[src/hdl/rtsc_pkg.sv]
// shared constants, types and helpers for the reset sequencer
package rtsc_pkg;

  // timing: the power-up delay is counted on the independent rc tick
  localparam int unsigned POWERUP_TIMER_TIME_NS = 72000000;
  localparam int unsigned RC_TICK_NS_DEF = 1000;
  localparam int unsigned POWERUP_TIMER_TICKS_DEF = POWERUP_TIMER_TIME_NS / RC_TICK_NS_DEF;
  localparam int unsigned OST_OSC_PERIODS = 1024;

  // program counter
  localparam int unsigned PC_W = 13;
  localparam logic [PC_W-1:0] PC_RESET_ADDR = 13'h0000;
  localparam logic [PC_W-1:0] PC_IRQ_VECTOR = 13'h0004;
  localparam logic [PC_W-1:0] PC_STEP = 13'h0001;

  // register indexes, byte address is four times the index
  localparam int unsigned IDX_W = 8;
  localparam logic [IDX_W-1:0] IDX_OPTION = 8'h81;
  localparam logic [IDX_W-1:0] IDX_STATUS = 8'h83;
  localparam logic [IDX_W-1:0] IDX_IRQ_CTL = 8'h8B;
  localparam logic [IDX_W-1:0] IDX_PIRF = 8'h8C;
  localparam logic [IDX_W-1:0] IDX_POWER_CONTROL_STATUS = 8'h8E;
  localparam logic [IDX_W-1:0] IDX_OSC_TRIM = 8'h8F;
  localparam logic [IDX_W-1:0] IDX_ADC0 = 8'h9F;
  localparam logic [IDX_W-1:0] IDX_CFG = 8'hF0;
  localparam logic [IDX_W-1:0] IDX_PC = 8'hF1;

  // field positions
  localparam int unsigned POWER_CONTROL_STATUS_POR_BIT = 1;
  localparam int unsigned STATUS_TO_BIT = 4;
  localparam int unsigned STATUS_PD_BIT = 3;
  localparam int unsigned IRQ_GIE_BIT = 7;
  localparam int unsigned IRQ_INTF_BIT = 1;
  localparam int unsigned IRQ_GPIF_BIT = 0;
  localparam int unsigned PIRF_ADIF_BIT = 6;
  localparam int unsigned ADC0_GO_BIT = 3;
  localparam int unsigned CFG_POWERUP_TIMER_ENABLE_N_N_BIT = 3;
  localparam int unsigned TRIM_LSB = 2;

  // reset values
  localparam logic [7:0] OPTION_RST = 8'hFF;
  localparam logic [7:0] IRQ_KEEP_MASK = 8'h01;
  localparam logic [7:0] ADC0_RST = 8'h00;
  localparam logic [5:0] OSC_TRIM_RST = 6'h20;
  localparam logic [3:0] CFG_RST = 4'hC;

  // oscillator modes, bit 2 clear means a crystal mode
  typedef enum logic [2:0] {
    LOW_POWER_CRYSTAL_MODE = 3'b000,
    STANDARD_CRYSTAL_MODE = 3'b001,
    HIGH_SPEED_CRYSTAL_MODE = 3'b010,
    INTERNAL_RC_MODE = 3'b100,
    INTERNAL_RC_CLKOUT_MODE = 3'b101,
    EXTERNAL_RC_MODE = 3'b110,
    EXTERNAL_RC_CLKOUT_MODE = 3'b111
  } rtsc_osc_mode_t;

  // sequencer states
  typedef enum logic [2:0] {
    ST_BOOT = 3'b000,
    ST_POWERUP_TIMER = 3'b001,
    ST_OST = 3'b010,
    ST_RUN = 3'b011,
    ST_SLEEP = 3'b100,
    ST_WAKE = 3'b101
  } rtsc_state_t;

  // whole state of the sequencer
  typedef struct packed {
    rtsc_state_t st;
    logic master_clear_n_q;
    logic powerup_timer_go;
    logic ost_go;
    logic por_flag;
    logic to_n;
    logic pd_n;
    logic [7:0] option;
    logic [7:0] irq;
    logic adif;
    logic [7:0] adc0;
    logic [5:0] trim;
    logic [3:0] cfg;
    logic [PC_W-1:0] pc;
    logic pc_load;
    logic core_rst_n;
    logic asleep;
  } rtsc_seq_t;

  function automatic logic rtsc_is_crystal(input logic [3:0] cfg);
    return ~cfg[2];
  endfunction

endpackage

[src/hdl/rtsc_reg_if.sv]
// register access path between the apb slave and the sequencer
interface rtsc_reg_if;
  import rtsc_pkg::*;
  logic wr;
  logic [IDX_W-1:0] idx;
  logic [31:0] wdata;
  logic [31:0] rdata;
  logic hit;
  modport slv (output wr, output idx, output wdata, input rdata, input hit);
  modport regs (input wr, input idx, input wdata, output rdata, output hit);
endinterface

[src/hdl/rtsc_count.sv]
// tick counter used for the power-up and oscillator start-up delays
module rtsc_count
  import rtsc_pkg::*;
#(
  parameter int unsigned W = 11
) (
  // clock and reset
  input wire logic clk,
  input wire logic rst_b,
  // control
  input wire logic start,
  input wire logic tick,
  input wire logic [W-1:0] limit,
  // status
  output logic running
);

  typedef struct packed {
    logic busy;
    logic [W-1:0] cnt;
  } rtsc_cnt_t;

  rtsc_cnt_t s_q;
  rtsc_cnt_t s_d;

  // a zero limit never starts, so the delay is simply skipped
  always_comb begin
    s_d = s_q;
    if (start) begin
      s_d.busy = (limit != '0);
      s_d.cnt = '0;
    end else if (s_q.busy && tick) begin
      if (s_q.cnt == limit - W'(1)) begin
        s_d.busy = 1'b0;
      end else begin
        s_d.cnt = s_q.cnt + W'(1);
      end
    end
  end

  always_ff @(posedge clk or negedge rst_b) begin
    if (!rst_b) begin
      s_q <= '0;
    end else begin
      s_q <= s_d;
    end
  end

  assign running = s_q.busy;

endmodule // rtsc_count

[src/hdl/rtsc_apb.sv]
// apb slave front end: zero-wait answer, decode of the word index
module rtsc_apb
  import rtsc_pkg::*;
(
  // clock and reset
  input wire logic clk,
  input wire logic rst_b,
  // apb
  input wire logic psel,
  input wire logic penable,
  input wire logic pwrite,
  input wire logic [11:0] paddr,
  input wire logic [31:0] pwdata,
  output logic [31:0] prdata,
  output logic pready,
  output logic pslverr,
  // register side
  rtsc_reg_if.slv rif
);

  typedef struct packed {
    logic rdy;
    logic err;
    logic [31:0] data;
  } rtsc_apb_t;

  rtsc_apb_t s_q;
  rtsc_apb_t s_d;
  logic addr_ok;

  // only aligned words inside the index space are mapped
  assign addr_ok = (paddr[1:0] == 2'h0) && (paddr[11:10] == 2'h0) && rif.hit;
  assign rif.idx = paddr[9:2];
  assign rif.wdata = pwdata;
  assign rif.wr = psel && penable && s_q.rdy && pwrite && !s_q.err;

  // answer is prepared in the setup cycle so pready can come from a flop
  always_comb begin
    s_d = s_q;
    if (psel && !penable) begin
      s_d.rdy = 1'b1;
      s_d.err = !addr_ok;
      s_d.data = (addr_ok && !pwrite) ? rif.rdata : 32'h00000000;
    end else if (psel && penable && s_q.rdy) begin
      s_d.rdy = 1'b0;
      s_d.err = 1'b0;
      s_d.data = 32'h00000000;
    end
  end

  always_ff @(posedge clk or negedge rst_b) begin
    if (!rst_b) begin
      s_q <= '0;
    end else begin
      s_q <= s_d;
    end
  end

  assign prdata = s_q.data;
  assign pready = s_q.rdy;
  assign pslverr = s_q.err;

endmodule // rtsc_apb

[src/hdl/rtsc_top.sv]
// reset, time-out and reset-cause sequencer with its special registers
module rtsc_top
  import rtsc_pkg::*;
#(
  parameter int unsigned POWERUP_TIMER_TICKS = POWERUP_TIMER_TICKS_DEF,
  parameter int unsigned POWERUP_TIMER_W = 17,
  parameter int unsigned OST_CYCLES = OST_OSC_PERIODS,
  parameter int unsigned OST_W = 11
) (
  // clock and reset
  input wire logic SYS_CLK,
  input wire logic RST_B,
  // apb register port
  input wire logic PSEL,
  input wire logic PENABLE,
  input wire logic PWRITE,
  input wire logic [11:0] PADDR,
  input wire logic [31:0] PWDATA,
  output logic [31:0] PRDATA,
  output logic PREADY,
  output logic PSLVERR,
  // reset and wake sources
  input wire logic POR_PULSE,
  input wire logic MASTER_CLEAR_N,
  input wire logic WDT_TIMEOUT,
  input wire logic [1:0] IRQ_WAKE,
  input wire logic ADC_WAKE,
  // timing ticks
  input wire logic RC_TICK,
  input wire logic OSC_TICK,
  // core side
  input wire logic SLEEP_REQ,
  input wire logic [PC_W-1:0] CORE_PC,
  output logic CORE_RESET_N,
  output logic PC_LOAD,
  output logic [PC_W-1:0] PC_VALUE,
  output logic ASLEEP
);

  // refuse counts that the counter widths cannot hold, at elaboration
  if (POWERUP_TIMER_TICKS >= (64'd1 << POWERUP_TIMER_W) || OST_CYCLES >= (64'd1 << OST_W)
      || OST_CYCLES == 0) begin : g_bad_count
    $error("rtsc_top: timer count does not fit its width");
  end

  rtsc_seq_t s_q;
  rtsc_seq_t s_d;
  rtsc_reg_if rif ();
  logic powerup_timer_run;
  logic ost_run;

  // register bus front end
  rtsc_apb u_apb (
    .clk(SYS_CLK),
    .rst_b(RST_B),
    .psel(PSEL),
    .penable(PENABLE),
    .pwrite(PWRITE),
    .paddr(PADDR),
    .pwdata(PWDATA),
    .prdata(PRDATA),
    .pready(PREADY),
    .pslverr(PSLVERR),
    .rif(rif)
  );

  // power-up delay counted on the independent rc tick
  rtsc_count #(.W(POWERUP_TIMER_W)) u_powerup_timer (
    .clk(SYS_CLK),
    .rst_b(RST_B),
    .start(s_q.powerup_timer_go),
    .tick(RC_TICK),
    .limit(POWERUP_TIMER_W'(POWERUP_TIMER_TICKS)),
    .running(powerup_timer_run)
  );

  // start-up delay counted on oscillator periods
  rtsc_count #(.W(OST_W)) u_ost (
    .clk(SYS_CLK),
    .rst_b(RST_B),
    .start(s_q.ost_go),
    .tick(OSC_TICK),
    .limit(OST_W'(OST_CYCLES)),
    .running(ost_run)
  );

  // values common to power-on, master clear and watchdog resets
  function automatic rtsc_seq_t apply_reset(input rtsc_seq_t x);
    x.option = OPTION_RST;
    x.irq = x.irq & IRQ_KEEP_MASK;
    x.adif = 1'b0;
    x.adc0 = ADC0_RST;
    x.trim = OSC_TRIM_RST;
    x.pc = PC_RESET_ADDR;
    x.pc_load = 1'b1;
    return x;
  endfunction

  // leaving sleep: next address, or the vector when an enabled irq woke us
  function automatic rtsc_seq_t apply_wake(input rtsc_seq_t x, input logic vec,
                                           input logic [PC_W-1:0] pc_now);
    x.pc = vec ? PC_IRQ_VECTOR : pc_now + PC_STEP;
    x.pc_load = 1'b1;
    if (rtsc_is_crystal(x.cfg)) begin
      x.ost_go = 1'b1;
      x.st = ST_WAKE;
    end else begin
      x.st = ST_RUN;
    end
    return x;
  endfunction

  // register read decode
  always_comb begin
    rif.hit = 1'b1;
    rif.rdata = 32'h00000000;
    if (rif.idx == IDX_POWER_CONTROL_STATUS) begin
      rif.rdata[POWER_CONTROL_STATUS_POR_BIT] = s_q.por_flag;
    end else if (rif.idx == IDX_STATUS) begin
      rif.rdata[STATUS_TO_BIT] = s_q.to_n;
      rif.rdata[STATUS_PD_BIT] = s_q.pd_n;
    end else if (rif.idx == IDX_OPTION) begin
      rif.rdata[7:0] = s_q.option;
    end else if (rif.idx == IDX_IRQ_CTL) begin
      rif.rdata[7:0] = s_q.irq;
    end else if (rif.idx == IDX_PIRF) begin
      rif.rdata[PIRF_ADIF_BIT] = s_q.adif;
    end else if (rif.idx == IDX_ADC0) begin
      rif.rdata[7:0] = s_q.adc0;
    end else if (rif.idx == IDX_OSC_TRIM) begin
      rif.rdata[7:TRIM_LSB] = s_q.trim;
    end else if (rif.idx == IDX_CFG) begin
      rif.rdata[3:0] = s_q.cfg;
    end else if (rif.idx == IDX_PC) begin
      rif.rdata[PC_W-1:0] = s_q.pc;
    end else begin
      rif.hit = 1'b0;
    end
  end

  // sequencer: software writes first, hardware events after so a set wins
  always_comb begin
    logic master_clear_n_fall;
    logic wdt_reset;
    logic irq_wake;
    master_clear_n_fall = 1'b0;
    wdt_reset = 1'b0;
    irq_wake = 1'b0;
    s_d = s_q;
    s_d.pc_load = 1'b0;
    s_d.powerup_timer_go = 1'b0;
    s_d.ost_go = 1'b0;
    s_d.master_clear_n_q = MASTER_CLEAR_N;
    master_clear_n_fall = s_q.master_clear_n_q && !MASTER_CLEAR_N;
    irq_wake = (IRQ_WAKE != 2'b00) || ADC_WAKE;
    // software writes; status and pc are read-only
    if (rif.wr) begin
      if (rif.idx == IDX_POWER_CONTROL_STATUS) begin
        s_d.por_flag = rif.wdata[POWER_CONTROL_STATUS_POR_BIT];
      end else if (rif.idx == IDX_OPTION) begin
        s_d.option = rif.wdata[7:0];
      end else if (rif.idx == IDX_IRQ_CTL) begin
        s_d.irq = rif.wdata[7:0];
      end else if (rif.idx == IDX_PIRF) begin
        s_d.adif = rif.wdata[PIRF_ADIF_BIT];
      end else if (rif.idx == IDX_ADC0) begin
        s_d.adc0 = rif.wdata[7:0];
      end else if (rif.idx == IDX_OSC_TRIM) begin
        s_d.trim = rif.wdata[7:TRIM_LSB];
      end else if (rif.idx == IDX_CFG) begin
        s_d.cfg = rif.wdata[3:0];
      end
    end
    // reset causes in fixed precedence
    if (POR_PULSE) begin
      s_d = apply_reset(s_d);
      s_d.to_n = 1'b1;
      s_d.pd_n = 1'b1;
      s_d.por_flag = 1'b0;
      s_d.st = ST_BOOT;
    end else if (master_clear_n_fall && (s_q.st == ST_RUN || s_q.st == ST_SLEEP || s_q.st == ST_WAKE)) begin
      s_d = apply_reset(s_d);
      if (s_q.st != ST_RUN) begin
        s_d.to_n = 1'b1;
        s_d.pd_n = 1'b0;
      end
      s_d.st = ST_RUN;
    end else if (WDT_TIMEOUT && s_q.st == ST_RUN) begin
      s_d = apply_reset(s_d);
      s_d.to_n = 1'b0;
      wdt_reset = 1'b1;
    end else begin
      case (s_q.st)
        ST_BOOT: begin
          if (!s_q.cfg[CFG_POWERUP_TIMER_ENABLE_N_N_BIT]) begin
            s_d.powerup_timer_go = 1'b1;
            s_d.st = ST_POWERUP_TIMER;
          end else if (rtsc_is_crystal(s_q.cfg)) begin
            s_d.ost_go = 1'b1;
            s_d.st = ST_OST;
          end else begin
            s_d.st = ST_RUN;
          end
        end
        ST_POWERUP_TIMER: begin
          // the go pulse still sits in front of the counter for one cycle
          if (!s_q.powerup_timer_go && !powerup_timer_run) begin
            if (rtsc_is_crystal(s_q.cfg)) begin
              s_d.ost_go = 1'b1;
              s_d.st = ST_OST;
            end else begin
              s_d.st = ST_RUN;
            end
          end
        end
        ST_OST, ST_WAKE: begin
          if (!s_q.ost_go && !ost_run) begin
            s_d.st = ST_RUN;
          end
        end
        ST_RUN: begin
          if (SLEEP_REQ) begin
            s_d.pd_n = 1'b0;
            s_d.to_n = 1'b1;
            s_d.st = ST_SLEEP;
          end
        end
        ST_SLEEP: begin
          if (WDT_TIMEOUT) begin
            s_d.to_n = 1'b0;
            s_d.pd_n = 1'b0;
            s_d = apply_wake(s_d, 1'b0, CORE_PC);
          end else if (irq_wake) begin
            s_d.to_n = 1'b1;
            s_d.pd_n = 1'b0;
            if (IRQ_WAKE[1]) begin
              s_d.irq[IRQ_INTF_BIT] = 1'b1;
            end
            if (IRQ_WAKE[0]) begin
              s_d.irq[IRQ_GPIF_BIT] = 1'b1;
            end
            if (ADC_WAKE) begin
              s_d.adif = 1'b1;
              s_d.adc0[ADC0_GO_BIT] = 1'b0;
            end
            s_d = apply_wake(s_d, s_q.irq[IRQ_GIE_BIT], CORE_PC);
          end
        end
        default: begin
          s_d.st = ST_BOOT;
        end
      endcase
    end
    // core runs only once the time-outs are over and the pin is high
    s_d.core_rst_n = (s_d.st == ST_RUN || s_d.st == ST_SLEEP || s_d.st == ST_WAKE)
                     && MASTER_CLEAR_N && !wdt_reset;
    s_d.asleep = (s_d.st == ST_SLEEP) || (s_d.st == ST_WAKE);
  end

  // state register; cfg is a fuse image and survives a power-on event
  always_ff @(posedge SYS_CLK or negedge RST_B) begin
    if (!RST_B) begin
      s_q <= '0;
      s_q.st <= ST_BOOT;
      s_q.master_clear_n_q <= 1'b1; // pin idles high, so no false fall after reset
      s_q.to_n <= 1'b1;
      s_q.pd_n <= 1'b1;
      s_q.option <= OPTION_RST;
      s_q.trim <= OSC_TRIM_RST;
      s_q.cfg <= CFG_RST;
      s_q.pc <= PC_RESET_ADDR;
    end else begin
      s_q <= s_d;
    end
  end

  assign CORE_RESET_N = s_q.core_rst_n;
  assign PC_LOAD = s_q.pc_load;
  assign PC_VALUE = s_q.pc;
  assign ASLEEP = s_q.asleep;

endmodule // rtsc_top

[config.mk]
export PLATFORM = sky130hd
export DESIGN_NAME = rtsc_top
export DESIGN_NICKNAME = d
export VERILOG_FILES = /design/src/hdl/rtsc_pkg.sv /design/src/hdl/rtsc_reg_if.sv /design/src/hdl/rtsc_count.sv /design/src/hdl/rtsc_apb.sv /design/src/hdl/rtsc_top.sv
export SDC_FILE = /design/constraint.sdc
export NUM_CORES = 1
export LEC_CHECK = 0
export ABC_AREA = 1
export BUFFER_PORTS_ARGS = -buffer_cell sky130_fd_sc_hd__buf_4
export CORE_ASPECT_RATIO = 1.1
export CORE_MARGIN = 10
export CORE_UTILIZATION = 50
export CTS_CLUSTER_DIAMETER = 60
export DETAILED_ROUTE_END_ITERATION = 6
export PLACE_DENSITY = 0.76
export SLEW_MARGIN = 20
export SYNTH_ARGS = -nofsm -noshare
export SYNTH_HDL_FRONTEND = slang
export SYNTH_SLANG_ARGS = --single-unit
[constraint.sdc]
create_clock -name SYS_CLK -period 1.9 [get_ports SYS_CLK]
set_clock_uncertainty 0.2 [all_clocks]
set_input_delay 0.19 -clock SYS_CLK [delete_from_list [all_inputs] [get_ports SYS_CLK]]
set_output_delay 0.19 -clock SYS_CLK [all_outputs]
set_load 0.01 [all_outputs]
==> summary.md, run 1 <==
| Metric | Value |
|---|---|
| Buf+Inv Stages, Crit Path | 2 |
| Total GRT Usage | 0.1918 |
| Routed WL | 16910 µm |
| Leakage power | 0.003934 µW |
| Yosys cell types | between 40 and 50 |
| Diode count | 0 |
| F_max | 0.5329 GHz |
| Remaining antenna violation count after routing | 0 |
| CTS Buf Count | 9 |
| H-tree depth | 3 |
| Minimum clock period after layout | 1.876 ns |
| Most frequent cells in the layout | 170 x nand2_1, 141 x buf_4, 92 x inv_1 |
| Global route overflow | 0 |
| Flops & latches, synth | approximately 110 |
| Critical Path AT | 1.95 ns |
| Post-synth EDFFs | 0 |
| Worst-Margin Slew | 0.5208 ns |
| Delay-heaviest family, CP | simple AND/OR/NAND/NOR gates |
| Worst VDD drop | ~0.52 mV |
| Initial antenna violation count | 0 |
| CTS Sinks | 105 |
| Worst path cell trace | inv_2 -> nand3_2 -> nand3_2 -> nand3_4 -> nand2_4 -> nor2_8 -> buf_6 -> nand2_4 -> o31ai_4 |
| Width of the die | roughly 120 µm |
| CP required | between 1.5 and 2 ns |
| Synthesized instance count | between 700 and 800 |
| CP startpoint kind | flip-flop |
| Max incr delay on CP | 0.40 ns |
| DR vias | 5742 |
| Layout Cells excl Fill | 1101 |
| Final setup viols | 0 |
| Hold Vio Cnt, Final | 1 |
| Internal | 3795 µW |
| Logic pwr share | 0.147 |
| Clk network pwr share | 0.390 |
| Worst slew margin | 0.6528 |
| Filler Cell Count | 952 |
| Crit Path Class | flip-flop to flip-flop |
| Worst skew pair latency | 0.36 ns |
| Period utilisation layout | 0.9876 |
| Mapped Area | 0.006045 mm² |
| Design Power | about 5000 µW |
| Switch share | 0.2606 |
| Die area | about 0.017 mm² |
| Final GP Congestion | 0.9854 |
| I/O pin count | 121 |
| Cell taking the most area after synthesis | dfrtp_1 |
| Psw | 1338 µW |
| Commonest non-fill, non-tap cell in the layout | nand2_1 |
| Max-slew violation count | 0 |
| Outcome | finished with violations |
| Primary FF master, synth | dfrtp_1 |
| Max clock buf depth | 2 |
| Chip height | 135.3 µm |
| CP Max Fanout | 8 |
| Pre-antenna DRT Iters | 5 |
| WL/cell | 15.36 µm |
| Placed wire-length estimate | 12700 µm |
| Seq pwr share | 0.464 |
| Largest net degree at the start of global routing | 40 |
| RSZ-0062 raised after global routing | true |
| Yosys top cell area share | 0.3767 |
| Number of synthesis warnings | 0 |
| # port buffers | 77 |
| Core Area | 0.01193 mm² |
| Number of core rows | 42 |
| HP Class | primary input to flip-flop |
| Critical path's slowest cell | dfrtp_1 |
| Final nets | 1016 |
| Synth area leaders | dfrtp_1 38%, nand2_1 11%, inv_1 6.3% |
| CTS clk-pin slew, worst paths | roughly 0.070 ns |
| Root buf cell | clkbuf_16 |
| CTS tree | built |
| Layout cells sized above 1 | 0.2988 |
| PwrDens | 633.7 mW/mm² |
| Placed Cells | 1040 |
| Endpoint class of the critical path | flip-flop |
| Register area share after synthesis | 0.4376 |
| Asr flop ratio synth | 1.000 |
| Vias in the first global route | 5694 |
| Area growth, synth to finish | 34.01% |
| Failing checks | hold timing |
| Initial Util | 0.5067 |
| WHS | -0.009410 ns |
| DRT iter0 DRCs | 414 |
| Vias per cell | about 5.2 |
| MaxCap Viol Count | 0 |
| First-pass GRT wire length | about 27000 µm |
| Remaining DRCs | 0 |
| Avg Inst Size Synth | 7.820 µm² |
==> what timing repair did <==
action	4_1_cts	5_1_grt
gates resized for setup	8	90
endpoints found under the setup margin	9	57
pin swaps	4	15
hold buffers	30	0
hold endpoints to repair	90	0
setup buffers	3	12
==> synthesized netlist by cell type, types with 2 or more instances <==
cell type,instances
o21ai_1,10
nand3_4,2
inv_1,102
nand2_2,12
nand2_1,181
nand4_1,16
a211oi_1,3
xnor2_1,8
nor3_1,12
ha_1,3
o31ai_1,15
xor2_1,14
dfstp_2,14
o211ai_1,9
o22ai_1,18
clkbuf_1,4
nand3_2,4
nand3_1,47
nor2_1,61
nor2_2,5
nor3_2,3
nor4_1,3
or2_2,3
dfrtp_1,91
buf_4,37
a31oi_1,3
inv_2,6
nor2_4,6
buf_2,2
a21oi_1,20
o21ai_0,45
==> layer usage <==
layer	vias to the layer above	track usage	routed length [µm]
li1	2815	-	-
met1	2723	0.2238	6914
met2	170	0.3406	8760
met3	34	0.03093	800
met4	0	0.08643	434
met5	-	0	0
==> worst register-to-register path: stages (launching register included) <==
cell     delay, ns
dfrtp_1       0.40
inv_2         0.09
nand3_2       0.11
nand3_2       0.12
nand3_4       0.09
nand2_4       0.07
nor2_8        0.23
buf_6         0.18
nand2_4       0.08
o31ai_4       0.22
==> sequential cells by signal (all words and copies together) (netlist names) <==
name / cells
u_apb.pslverr: 1
u_apb.prdata: 13
u_powerup_timer.running: 1
CORE_RESET_N: 1
u_apb.pready: 1
u_powerup_timer.s_q: 17
PC_LOAD: 1
PC_VALUE: 13
ASLEEP: 1
u_ost.running: 1
u_ost.s_q: 11
s_q: 44
==> layout make-up <==
cell class,count,area (µm²),share of cell area
repair buffers,184,1526,0.1884
flip-flops and latches,105,2646,0.3267
clock buffers,10,229.0,0.02827
well taps,154,192.7,0.02379
clock inverters,6,82.58,0.01019
inverters,108,417.9,0.05159
multi-input cells,534,3005,0.3710
==> final timing paths <==
path	startpoint	to	slack, ns	depth (start not counted)
min reg2reg	u_apb.prdata[12]	u_apb.prdata[12]	0.29	2
max	s_q[59]	s_q[20]	0.02	9
min	CORE_PC[8]	PC_VALUE[8]	-0.009	3
min in group asynchronous	RST_B	u_ost.s_q[2]	0.14	2
max in group asynchronous	RST_B	s_q[44]	0.69	3
max reg2reg	s_q[59]	s_q[20]	0.02	9
==> cells by family after synthesis <==
logic type	Yosys count	synth area share
AND/OR/NAND/NOR	360	0.2768
buffers and inverters	152	0.1196
AO/OA/AOI/OAI	130	0.1273
flip-flops	105	0.4376
XOR/XNOR	22	0.03188
adder cells (fa/ha/maj)	3	0.006211
other	1	0.0006204
==> through the flow <==
stage                     setup WS (ns)  utilization  setup TNS [ns]  area, µm²  hold slack [ns]
after global placement          0.02036       0.5915               0       7056        -0.007774
after global routing           -0.06610       0.6790         -0.7025       8100         0.007603
after floorplan                 0.01387            -               0       6112          -0.3056
final                           0.02364       0.6790               0       8100        -0.009410
after detailed placement       -0.03668       0.5915        -0.07260       7056        -0.008294
after CTS                      -0.01137       0.6465        -0.02452       7712         0.001942
==> power groups by stage <==
stage / Sequential [µW] / Clock [µW] / Combinational, µW
after floorplan: 2410 / 0 / 330
after global placement: 2410 / 0 / 574
after detailed placement: 2420 / 0 / 586
after CTS: 2380 / 2020 / 644
after global routing: 2390 / 2100 / 835
final: 2380 / 2000 / 752
Power figures use the tool's default switching activity.
==> run 2: changes to the inputs <==
- REMOVE_ABC_BUFFERS: not set -> 1
==> summary.md, run 2 (synthesized netlist as in run 1, its figures left out) <==
| Metric | Value |
|---|---|
| R2r setup slk | 0.03 ns |
| Width of the die | roughly 120 µm |
| First-pass GRT wire length | 27280 µm |
| Internal | around 3600 µW |
| Period utilisation layout | 0.9835 |
| Total GRT Usage | 0.1934 |
| HP Class | primary input to flip-flop |
| # port buffers | 77 |
| CTS Sinks | 105 |
| Critical Path AT | 1.90 ns |
| Crit Reg-Reg Endpoint | s_q[34] |
| H-tree depth | 3 |
| Worst path cell trace | nand2_2 -> inv_2 -> nand4_1 -> inv_2 -> nand2_4 -> nor2_4 -> buf_4 -> buf_4 -> nand2_1 -> a21oi_1 -> a21oi_1 |
| Reg2reg start | u_apb.pready |
| Area growth, synth to finish | 35.31% |
| CTS tree | built |
| Delay-heaviest family, CP | simple AND/OR/NAND/NOR gates |
| Reg2Reg Depth | 11 |
| Largest Register | s_q |
| Endpoint class of the critical path | flip-flop |
| Max incr delay on CP | between 0.3 and 0.4 ns |
| Placed Cells | ~1.1k |
| Initial antenna violation count | 0 |
| Critical path's slowest cell | dfrtp_1 |
| DRT iter0 DRCs | 419 |
| Vias in the first global route | roughly 5.7k |
| Leakage power | approximately 0.0040 µW |
| RSZ-0062 raised after global routing | true |
| Layout Cells excl Fill | 1114 |
| Final setup viols | 0 |
| Worst-Margin Slew | 0.5194 ns |
| Largest regs | s_q (44), u_powerup_timer.s_q (17) |
| Initial Util | 0.5067 |
| CTS Buf Count | 9 |
| PwrDens | 601.3 mW/mm² |
| Worst VDD drop | 0.4062 mV |
| Outcome | completed |
| CP required | 1.93 ns |
| Max-slew violation count | 0 |
| Worst skew pair latency | roughly 0.35 ns |
| Placed wire-length estimate | between 10000 and 15000 µm |
| Psw | approximately 1300 µW |
| Max reg flops | 44 |
| Buf+Inv Stages, Crit Path | 4 |
| Die area | 0.01689 mm² |
| Hold Vio Cnt, Final | 0 |
| Vias per cell | 5.272 |
| I/O pin count | 121 |
| WL/cell | 15.61 µm |
| Diode count | 0 |
| Utilization after layout | 0.6857 |
| Max clock buf depth | 2 |
| MaxCap Viol Count | 0 |
| Logic pwr share | 0.149 |
| Chip height | roughly 140 µm |
| Remaining antenna violation count after routing | 0 |
| Number of core rows | 42 |
| Largest net degree at the start of global routing | 32 |
| Switch share | 0.2720 |
| Most frequent cells in the layout | 166 x nand2_1, 156 x buf_4, 91 x inv_1 |
| Commonest non-fill, non-tap cell in the layout | nand2_1 |
| CP startpoint kind | flip-flop |
| Hold_sp | CORE_PC[5] |
| CP Max Fanout | 5 |
| Minimum clock period after layout | ~1.9 ns |
| Root buf cell | clkbuf_16 |
| F_max | 0.5351 GHz |
| WHS Endpoint | PC_VALUE[5] |
| WHS Path Cells | 3 |
| Routed WL | 17380 µm |
| Layout cells sized above 1 | 0.3115 |
| Crit Path Class | flip-flop to flip-flop |
| Final nets | 1029 |
| Seq pwr share | 0.485 |
| Remaining DRCs | 0 |
| Clk network pwr share | 0.366 |
| Worst slew margin | 0.6506 |
| Global route overflow | 0 |
| CTS clk-pin slew, worst paths | ~0.07 ns |
| Core Area | 0.01193 mm² |
| Final GP Congestion | 0.9381 |
| DR vias | 5873 |
| Pre-antenna DRT Iters | 5 |
==> run 2: cell types whose count changed in the layout (fill, tap and decap cells not counted), sizes merged <==
cell	before	now
buf	154	167
bufinv	2	0
clkinv	3	1
dlygate4sd3	30	28
dlymetal6s4s	0	1
inv	108	112
nor2	73	74
==> run 2: per-stage QoR <==
step                instance area, µm²  power (µW)   TNS [ns]  hold slack [ns]  setup slack [ns]
global placement                  7166        2999   -0.05385         -0.04144          -0.02501
global route                      8179        5129    -0.6915          0.03655          -0.07716
floorplan                         5794        2697    -0.7571          -0.3056           -0.1773
CTS                               7828        4870  -0.002520         0.002431         -0.002520
finish                            8179        4918          0         0.001577           0.03135
detailed placement                7166        3017    -0.9058         -0.03744          -0.08300
==> run 2: layout make-up <==
type,instances,area [µm²]
Sequential cell,105,2648
Tap cell,154,192.7
Clock buffer,10,239.0
Clock inverter,6,47.55
Inverter,108,417.9
Fill cell,925,3750
Timing Repair Buffer,196,1614
Multi-Input combinational cell,535,3020
==> run 2: worst max path at each step <==
stage,from,endpoint,slack (ns),cells after the start
after floorplan,u_powerup_timer.s_q[0],u_powerup_timer.s_q[13],-0.18,10
final,u_apb.pready,s_q[34],0.03,11
after CTS,s_q[58],PC_VALUE[3],-0.003,11
after global routing,u_apb.pready,s_q[22],-0.08,10
after detailed placement,PADDR[8],s_q[43],-0.08,10
after global placement,u_apb.pready,s_q[23],-0.03,10
==> run 2: what timing repair did <==
item | in CTS | in global routing
pin swaps | 3 | 28
gates cloned | 1 | 0
hold buffers | 29 | 0
hold endpoints to repair | 143 | 0
setup endpoints to repair | 15 | 71
buffers inserted | 4 | 11
resized for setup | 14 | 79
==> run 2: layer usage <==
| metal | track usage | part of all wire |
|---|---|---|
| met1 | 0.2254 | 0.40 |
| met2 | 0.3426 | 0.51 |
| met3 | 0.03367 | 0.062 |
| met4 | 0.08515 | 0.031 |
| met5 | 0 | 0 |
==> run 2: worst min-delay path, cell delays in order <==
cell,delay (ns)
buf_4,0.12
a21oi_1,0.12
o31ai_1,0.08
==> run 2: power groups by stage <==
stage,registers [µW],logic (µW),clock network [µW]
finish,2380,734,1800
global route,2390,815,1920
CTS,2370,666,1830
detailed placement,2420,600,0
global placement,2410,588,0
floorplan,2410,290,0
